--- src/core/temp_limit_pkg.sv ---
// constants and types for the temperature limit monitor
package temp_limit_pkg;

   // timing
   localparam int CLOCK_MHZ     = 250;
   localparam int RETRY_TIME_MS = 210;
   localparam int RETRY_CYCLES_DFLT = RETRY_TIME_MS * 1000 * CLOCK_MHZ;

   // command codes
   localparam logic [7:0] CMD_CLEAR_FAULTS = 8'h03;
   localparam logic [7:0] CMD_OT_WARN      = 8'h51;
   localparam logic [7:0] CMD_UT_WARN      = 8'h52;
   localparam logic [7:0] CMD_UNDER_TEMP_FAULT_FLAG     = 8'h53;
   localparam logic [7:0] CMD_UT_ACTION    = 8'h54;

   // reset values
   localparam logic [15:0] OT_WARN_RST   = 16'hEB70;
   localparam logic [15:0] UT_WARN_RST   = 16'hDC40;
   localparam logic [15:0] UNDER_TEMP_FAULT_FLAG_RST  = 16'hE530;
   localparam logic [7:0]  UT_ACTION_RST = 8'h80;

   // action byte fields
   localparam int ACT_MODE_HI  = 7;
   localparam int ACT_MODE_LO  = 6;
   localparam int ACT_RETRY_HI = 5;
   localparam int ACT_RETRY_LO = 3;
   localparam logic [1:0] MODE_DISABLE_RETRY = 2'h2;
   localparam logic [2:0] RETRY_FOREVER      = 3'h7;

   // linear-11 layout and fixed-point compare scale
   localparam int LIN_EXP_HI  = 15;
   localparam int LIN_EXP_LO  = 11;
   localparam int LIN_MANT_HI = 10;
   localparam int FIX_FRAC    = 4;

   // accepted limit ranges, degrees Celsius
   localparam int OT_MIN_C = 0;
   localparam int OT_MAX_C = 175;
   localparam int UT_MIN_C = -55;
   localparam int UT_MAX_C = 25;

   // temperature status byte bits
   localparam int STAT_OT_WARN  = 6;
   localparam int STAT_UT_WARN  = 5;
   localparam int STAT_UNDER_TEMP_FAULT_FLAG = 4;

   // sensors: 0 internal, 1 external 0, 2 external 1
   localparam int NUM_SRC = 3;

   typedef struct packed {
      logic        valid;
      logic [15:0] value;
   } temp_sample_t;

   typedef struct packed {
      logic        valid;
      logic        write;
      logic [7:0]  code;
      logic [15:0] wdata;
   } pmbus_req_t;

   typedef struct packed {
      logic        valid;
      logic        error;
      logic [15:0] data;
   } pmbus_rsp_t;

   typedef enum logic [1:0] {ST_OFF, ST_RUN, ST_LATCHED, ST_WAIT} state_t;

endpackage

--- src/core/temp_limit_monitor.sv ---
// temperature limit checks, status flags, alert and under-temp retry
module temp_limit_monitor #(
   parameter int RETRY_CYCLES = temp_limit_pkg::RETRY_CYCLES_DFLT,
   parameter int RETRY_W      = 26
) (
   // clock and reset
   input  wire logic                          clock,
   input  wire logic                          rst,
   input  wire logic                          clk_en,
   // host command port
   input  wire temp_limit_pkg::pmbus_req_t    cmd_in,
   output      temp_limit_pkg::pmbus_rsp_t    rsp_q,
   // temperature readings, linear-11
   input  wire temp_limit_pkg::temp_sample_t [temp_limit_pkg::NUM_SRC-1:0]
                                              temp_in,
   input  wire logic [1:0]                    external_sensor_select,
   // output stage control
   input  wire logic                          run_request,
   input  wire logic                          other_fault_shutdown,
   output      logic                          power_enable_q,
   // status
   output      logic [7:0]                    status_temperature_q,
   output      logic                          temp_summary_q,
   output      logic [temp_limit_pkg::NUM_SRC-1:0] sensor_flags_q,
   // open-drain alert
   output      logic                          alert_line_out_q,
   output      logic                          alert_line_oe_n_q
);
   import temp_limit_pkg::*;

   if (RETRY_W < 1 || RETRY_W > 31 ||
       RETRY_CYCLES < 1 || RETRY_CYCLES >= (2 ** RETRY_W))
   begin : g_bad_retry
      $error("RETRY_CYCLES does not fit the retry counter");
   end

   function automatic logic signed [31:0] lin11_to_fix(input logic [15:0] w);
      logic signed [4:0]  n;
      logic signed [31:0] y;
      logic signed [6:0]  sh;
      n  = w[LIN_EXP_HI:LIN_EXP_LO];
      y  = 32'(signed'(w[LIN_MANT_HI:0]));
      sh = 7'(n) + 7'(FIX_FRAC);
      if (sh >= 0)
         return y <<< sh;
      else
         return y >>> (-sh);
   endfunction

   logic [15:0]  ot_warn_q;
   logic [15:0]  ut_warn_q;
   logic [15:0]  under_temp_fault_flag_q;
   logic [7:0]   ut_action_q;
   state_t       state_q;
   state_t       state_d;
   logic [RETRY_W-1:0] retry_cnt_q;

   logic signed [31:0] wr_fix;
   logic         wr_ot_ok;
   logic         wr_ut_ok;
   logic         clear_req;
   logic [NUM_SRC-1:0] src_on;
   logic [NUM_SRC-1:0] ot_hit;
   logic [NUM_SRC-1:0] utw_hit;
   logic [NUM_SRC-1:0] utf_hit;
   logic         utf_any;
   logic [7:0]   status_d;
   logic [NUM_SRC-1:0] sensor_d;
   logic         act_disable;

   // host writes, range checked on the decoded value
   assign wr_fix   = lin11_to_fix(cmd_in.wdata);
   assign wr_ot_ok = wr_fix >= OT_MIN_C * (2 ** FIX_FRAC) &&
                     wr_fix <= OT_MAX_C * (2 ** FIX_FRAC);
   assign wr_ut_ok = wr_fix >= UT_MIN_C * (2 ** FIX_FRAC) &&
                     wr_fix <= UT_MAX_C * (2 ** FIX_FRAC);
   assign clear_req = cmd_in.valid && cmd_in.write &&
                      cmd_in.code == CMD_CLEAR_FAULTS;

   always_ff @(posedge clock or posedge rst)
   begin
      if (rst)
      begin
         ot_warn_q   <= OT_WARN_RST;
         ut_warn_q   <= UT_WARN_RST;
         under_temp_fault_flag_q  <= UNDER_TEMP_FAULT_FLAG_RST;
         ut_action_q <= UT_ACTION_RST;
      end
      else if (clk_en && cmd_in.valid && cmd_in.write)
      begin
         if (cmd_in.code == CMD_OT_WARN && wr_ot_ok)
            ot_warn_q <= cmd_in.wdata;
         else if (cmd_in.code == CMD_UT_WARN && wr_ut_ok)
            ut_warn_q <= cmd_in.wdata;
         else if (cmd_in.code == CMD_UNDER_TEMP_FAULT_FLAG && wr_ut_ok)
            under_temp_fault_flag_q <= cmd_in.wdata;
         else if (cmd_in.code == CMD_UT_ACTION)
            ut_action_q <= cmd_in.wdata[7:0];
      end
   end

   // host reads and write answers, one cycle after the request
   always_ff @(posedge clock or posedge rst)
   begin
      if (rst)
         rsp_q <= '0;
      else if (clk_en)
      begin
         rsp_q.valid <= cmd_in.valid;
         rsp_q.error <= 1'b0;
         rsp_q.data  <= 16'h0000;
         if (cmd_in.valid)
         begin
            if (cmd_in.code == CMD_OT_WARN)
            begin
               rsp_q.data  <= ot_warn_q;
               rsp_q.error <= cmd_in.write && !wr_ot_ok;
            end
            else if (cmd_in.code == CMD_UT_WARN)
            begin
               rsp_q.data  <= ut_warn_q;
               rsp_q.error <= cmd_in.write && !wr_ut_ok;
            end
            else if (cmd_in.code == CMD_UNDER_TEMP_FAULT_FLAG)
            begin
               rsp_q.data  <= under_temp_fault_flag_q;
               rsp_q.error <= cmd_in.write && !wr_ut_ok;
            end
            else if (cmd_in.code == CMD_UT_ACTION)
               rsp_q.data <= {8'h00, ut_action_q};
            else if (cmd_in.code == CMD_CLEAR_FAULTS)
               rsp_q.error <= !cmd_in.write;
            else
               rsp_q.error <= 1'b1;
         end
      end
   end

   // per-sensor limit comparison
   generate
      for (genvar i = 0; i < NUM_SRC; i++)
      begin : g_src
         logic signed [31:0] t_fix;
         if (i == 0)
         begin : g_int
            assign src_on[i] = 1'b1;
         end
         else
         begin : g_ext
            assign src_on[i] = external_sensor_select[i-1];
         end
         assign t_fix = lin11_to_fix(temp_in[i].value);
         assign ot_hit[i]  = src_on[i] && temp_in[i].valid &&
                             t_fix > lin11_to_fix(ot_warn_q);
         assign utw_hit[i] = src_on[i] && temp_in[i].valid &&
                             t_fix < lin11_to_fix(ut_warn_q);
         assign utf_hit[i] = src_on[i] && temp_in[i].valid &&
                             t_fix < lin11_to_fix(under_temp_fault_flag_q);
      end
   endgenerate

   assign utf_any = |utf_hit;

   // sticky flags; a new event wins over clear-faults
   always_comb
   begin
      status_d = status_temperature_q & {8{!clear_req}};
      status_d[STAT_OT_WARN]  = status_d[STAT_OT_WARN]  | (|ot_hit);
      status_d[STAT_UT_WARN]  = status_d[STAT_UT_WARN]  | (|utw_hit);
      status_d[STAT_UNDER_TEMP_FAULT_FLAG] = status_d[STAT_UNDER_TEMP_FAULT_FLAG] | utf_any;
      sensor_d = (sensor_flags_q & {NUM_SRC{!clear_req}}) |
                 ot_hit | utw_hit | utf_hit;
   end

   always_ff @(posedge clock or posedge rst)
   begin
      if (rst)
      begin
         status_temperature_q <= 8'h00;
         sensor_flags_q       <= '0;
         temp_summary_q       <= 1'b0;
      end
      else if (clk_en)
      begin
         status_temperature_q <= status_d;
         sensor_flags_q       <= sensor_d;
         temp_summary_q       <= |status_d;
      end
   end

   // alert pulled low while any flag stands
   always_ff @(posedge clock or posedge rst)
   begin
      if (rst)
      begin
         alert_line_out_q  <= 1'b0;
         alert_line_oe_n_q <= 1'b1;
      end
      else if (clk_en)
      begin
         alert_line_out_q  <= 1'b0;
         alert_line_oe_n_q <= !(|status_d);
      end
   end

   // under-temp fault response
   assign act_disable =
      ut_action_q[ACT_MODE_HI:ACT_MODE_LO] == MODE_DISABLE_RETRY;

   always_comb
   begin
      state_d = state_q;
      case (state_q)
         ST_OFF:
            if (run_request && !other_fault_shutdown)
               state_d = ST_RUN;
         ST_RUN:
            if (!run_request || other_fault_shutdown)
               state_d = ST_OFF;
            else if (utf_any && act_disable)
            begin
               if (ut_action_q[ACT_RETRY_HI:ACT_RETRY_LO] == RETRY_FOREVER)
                  state_d = ST_WAIT;
               else
                  state_d = ST_LATCHED;
            end
         ST_WAIT:
            if (!run_request || other_fault_shutdown)
               state_d = ST_OFF;
            else if (retry_cnt_q == '0)
               state_d = ST_RUN;
         ST_LATCHED:
            state_d = ST_LATCHED;
         default:
            state_d = ST_OFF;
      endcase
   end

   always_ff @(posedge clock or posedge rst)
   begin
      if (rst)
      begin
         state_q        <= ST_OFF;
         power_enable_q <= 1'b0;
      end
      else if (clk_en)
      begin
         state_q        <= state_d;
         power_enable_q <= state_d == ST_RUN;
      end
   end

   // restart interval counter
   always_ff @(posedge clock or posedge rst)
   begin
      if (rst)
         retry_cnt_q <= '0;
      else if (clk_en)
      begin
         if (state_q != ST_WAIT)
            retry_cnt_q <= RETRY_W'(RETRY_CYCLES - 1);
         else if (retry_cnt_q != '0)
            retry_cnt_q <= retry_cnt_q - 1'b1;
      end
   end
endmodule // temp_limit_monitor

--- config.mk ---
export PLATFORM = sky130hd
export DESIGN_NAME = temp_limit_monitor
export DESIGN_NICKNAME = d
export VERILOG_FILES = /design/src/core/temp_limit_pkg.sv /design/src/core/temp_limit_monitor.sv
export SDC_FILE = /design/constraint.sdc
export NUM_CORES = 1
export LEC_CHECK = 0
export BUFFER_PORTS_ARGS = -buffer_cell sky130_fd_sc_hd__buf_4
export CAP_MARGIN = 40
export CORE_ASPECT_RATIO = 0.6
export CORE_MARGIN = 8
export CORE_UTILIZATION = 40
export CTS_CLUSTER_SIZE = 16
export DETAILED_ROUTE_END_ITERATION = 8
export PLACE_DENSITY = 0.68
export SLEW_MARGIN = 30
export SYNTH_ARGS = -nofsm -noshare
export SYNTH_HDL_FRONTEND = slang
export SYNTH_SLANG_ARGS = --single-unit
--- constraint.sdc ---
create_clock -name clock -period 7.6 [get_ports clock]
set_clock_uncertainty 0.2 [all_clocks]
set_input_delay 0.76 -clock clock [delete_from_list [all_inputs] [get_ports clock]]
set_output_delay 0.76 -clock clock [all_outputs]
set_load 0.02 [all_outputs]
==> flow_summary.toml <==
[setup_path]
crit_path_end = "temp_summary_q"
crit_path_end_kind = "register"
cpMostUsedCell = "o21ai_0"
setup.worst_path.start = "ut_warn_q[13]"
critPathMaxFanout = 25
reg2reg_from = "ut_warn_q[13]"
worst_ep_required_time_ns = 7.70
slowest_stage = "dfrtp_1"
ff2ff_setup_slack_ns = 0.77
arrival_ns = 6.93
crit_path_start_kind = "register"
max_stage_delay_ns = 0.89
path_class = "reg2reg"
reg2reg_depth = 21
rr_endpoint = "temp_summary_q"
crit_path_cell_trace = "inv_2 -> nor3_1 -> xor2_1 -> nand2b_1 -> or4_1 -> o221ai_1 -> a211oi_1 -> a21oi_1 -> ha_1 -> o21a_1 -> o21ai_0 -> nor2_1 -> nor3_1 -> o21ai_0 -> a41oi_1 -> o21ai_0 -> a211oi_1 -> or2_2 -> a21oi_1 -> or4_1 -> o32a_1"

[synthesis]
synth_nets = 3549
ys.flop_type = "dfrtp_1"
synthArstFlopShare = 1.00
ys_warn_count = 0
synth_common_cells = "317 x nand2_1, 306 x nor2_1, 296 x a21oi_1"
syn_inst = 3179
yosysTopAreaCellShare = 0.150
synth-edff-count = 0
yosysMostFrequentCell = "nand2_1"
syn_area_sq_um = 23800
synth.avg_cell_area_sq_um = 7.49
synth_cell_types = 110
ys_ff_latch = 116
synth_area_leaders = "ha_1 15%, dfrtp_1 9.7%, a21oi_1 6.2%"
yosys.area.top_type = "ha_1"
seq_area_frac_synth = 0.123

[timing]
setup_viol = 0
setup_tns_ns = 0
worst_slack_ns = 0.766
fmax_mhz = 146
period_minus_slack_ns = 6.83
worst-slew-pin-transition_ns = 1.07
rsz0062_at_grt = "no"
hold_viol = 0
fin_crit_sh = 0.899
slew_headroom = 0.288
maxSlewViolCount = 0

[pwr]
p_leak_nw = 11.2
intPower_mw = 1.61
p_switching_mw = 1.14
irDropWorstVdd_uv = 108
swShare = 0.415
p_seq_frac = 0.227
combPwrFrac = 0.470
power_density_nw_per_um2 = 105
p_clk_frac = 0.303

[cts]
clkTransAtPathRegs_ns = 0.07
numCtsBuffers = 17
clk_latency_ns = 0.43
cts_max_level = 4
cts_root_buf = "clkbuf_16"
clockBufferDepth = 2
post_cts_buffers = 0
ctsHoldBuffers = 0
cts_resized = 0
clock-sinks = 116
cts_tree = "built"

[floorplan]
die_area_sq_um = 67800
ios = 117
fp.dieH_microns = 205
start_util = 0.403
rows = 69
core_area_sq_um = 59100
die_x_microns = 331

[detailed_routing]
drc = 0
post_drt_via_cell_ratio = 6.62
dr.first_iter.drc_count = 3876
first_pass_iters = 6
route.vias.total = 26600
ant_nets = 0
drt_wl_total_microns = 97000
wl_per_cell_microns = 24.2

[run_status]
status = "complete, no violations"

[final_layout]
fin_nets = 3589
area.growth.synth_to_final_pct = 10.1
fill_cells = 5974
layout-drive-gt1-share = 0.145

[grt]
grt_pass1_wl_microns = 144000
grt_usage = 0.271
grt_max_degree = 48
grt_pass1_vias = 23000
grt_overflow = 0
antenna_found_initial = 0

[min_path]
hp-class = "in2async"

[placed_design]
portBuffers = 115
place_hpwl_microns = 77200
pre_cts_ws_ns = 0.974
gp_congestion = 1.04

[flow_run]
cap_violations = 0
cell type report:
type / count / area [sq um] / share of cell area
antenna: 1 / 2.50 / 0.0000955
clock buffer: 17 / 425 / 0.0162
clock inverter: 15 / 181 / 0.00692
inverter: 70 / 265 / 0.0101
multi-input combinational: 2792 / 19700 / 0.753
sequential: 116 / 2930 / 0.112
tap: 781 / 977 / 0.0373
timing repair buffer: 222 / 1680 / 0.0641
per-layer routing:
metal / share of wire / global-route usage / vias up
li1: - / - / 12200
met1: 0.46 / 0.423 / 12700
met2: 0.38 / 0.354 / 1652
met3: 0.15 / 0.0935 / 97
met4: 0.013 / 0.0330 / 0
met5: 0 / 0 / -
flip-flops by register name (all words and copies together), names as in the netlist:
| name | cells |
|---|---|
| power_enable_q | 1 |
| ut_action_q | 8 |
| under_temp_fault_flag_q | 16 |
| temp_summary_q | 1 |
| retry_cnt_q | 26 |
| status_temperature_q | 8 |
| alert_line_oe_n_q | 1 |
| ut_warn_q | 16 |
| ot_warn_q | 16 |
| sensor_flags_q | 3 |
| state_q | 2 |
| rsp_q | 18 |
cells in the final DEF (no fill, tap or decap), types with 62 or more instances in the layout:
cell,instances
mux2i_1,126
nand2_1,317
o21ai_0,219
nand3_1,73
nor3_1,90
a21oi_1,295
a31oi_1,62
a21o_1,91
nand4_1,67
ha_1,286
buf_4,204
dfrtp_1,92
nor2_1,306
mux2_2,95
critical path: cells and delay by family, from the launching register on:
family / cells / cell delay [ns]
AO/OA/AOI/OAI: 11 / 2.48
adder cells (fa/ha/maj): 1 / 0.37
buffers and inverters: 1 / 0.26
XOR/XNOR: 1 / 0.40
flip-flops: 1 / 0.89
AND/OR/NAND/NOR: 7 / 2.10
power groups by stage:
stage / Clock (mW) / Sequential [mW] / Combinational (mW)
CTS: 0.842 / 0.624 / 1.24
finish: 0.834 / 0.624 / 1.29
global placement: 0 / 0.634 / 1.23
detailed placement: 0 / 0.635 / 1.24
global route: 0.877 / 0.624 / 1.41
floorplan: 0 / 0.636 / 0.873
per-stage QoR:
stage                     area, sq um  power (mW)  instances  hold slack [ns]   util
after global routing            26200        2.91       4013            0.241  0.444
after CTS                       26100        2.71       4001            0.222  0.442
after detailed placement        25500        1.87       3969            0.273  0.432
final                           26200        2.75       4014            0.213  0.444
after floorplan                 23800        1.51       3179            0.251      -
after global placement          25400        1.87       3958            0.265  0.430
logic make-up (layout without fill, tap and decap cells):
family	after synthesis	count (layout)	share of synthesized area
compound gates	1083	1083	0.298
simple gates	1069	1069	0.213
fa+ha+maj	289	289	0.152
buf+inv	271	324	0.0481
mux	269	269	0.135
flops	116	116	0.123
xor+xnor	81	81	0.0314
other cells	1	2	0.000158
worst min path at each step:
stage / startpoint / endpoint / slack [ns] / cells past startpoint
3_5_place_dp: sensor_flags_q[2] / sensor_flags_q[2] / 0.27 / 2
3_3_place_gp: sensor_flags_q[2] / sensor_flags_q[2] / 0.26 / 2
2_1_floorplan: retry_cnt_q[24] / retry_cnt_q[24] / 0.25 / 1
6_report: rst / retry_cnt_q[22] / 0.21 / 2
4_1_cts: rst / retry_cnt_q[24] / 0.22 / 2
5_1_grt: rst / retry_cnt_q[23] / 0.24 / 2
Note: power is estimated with default switching activity, not from simulation.
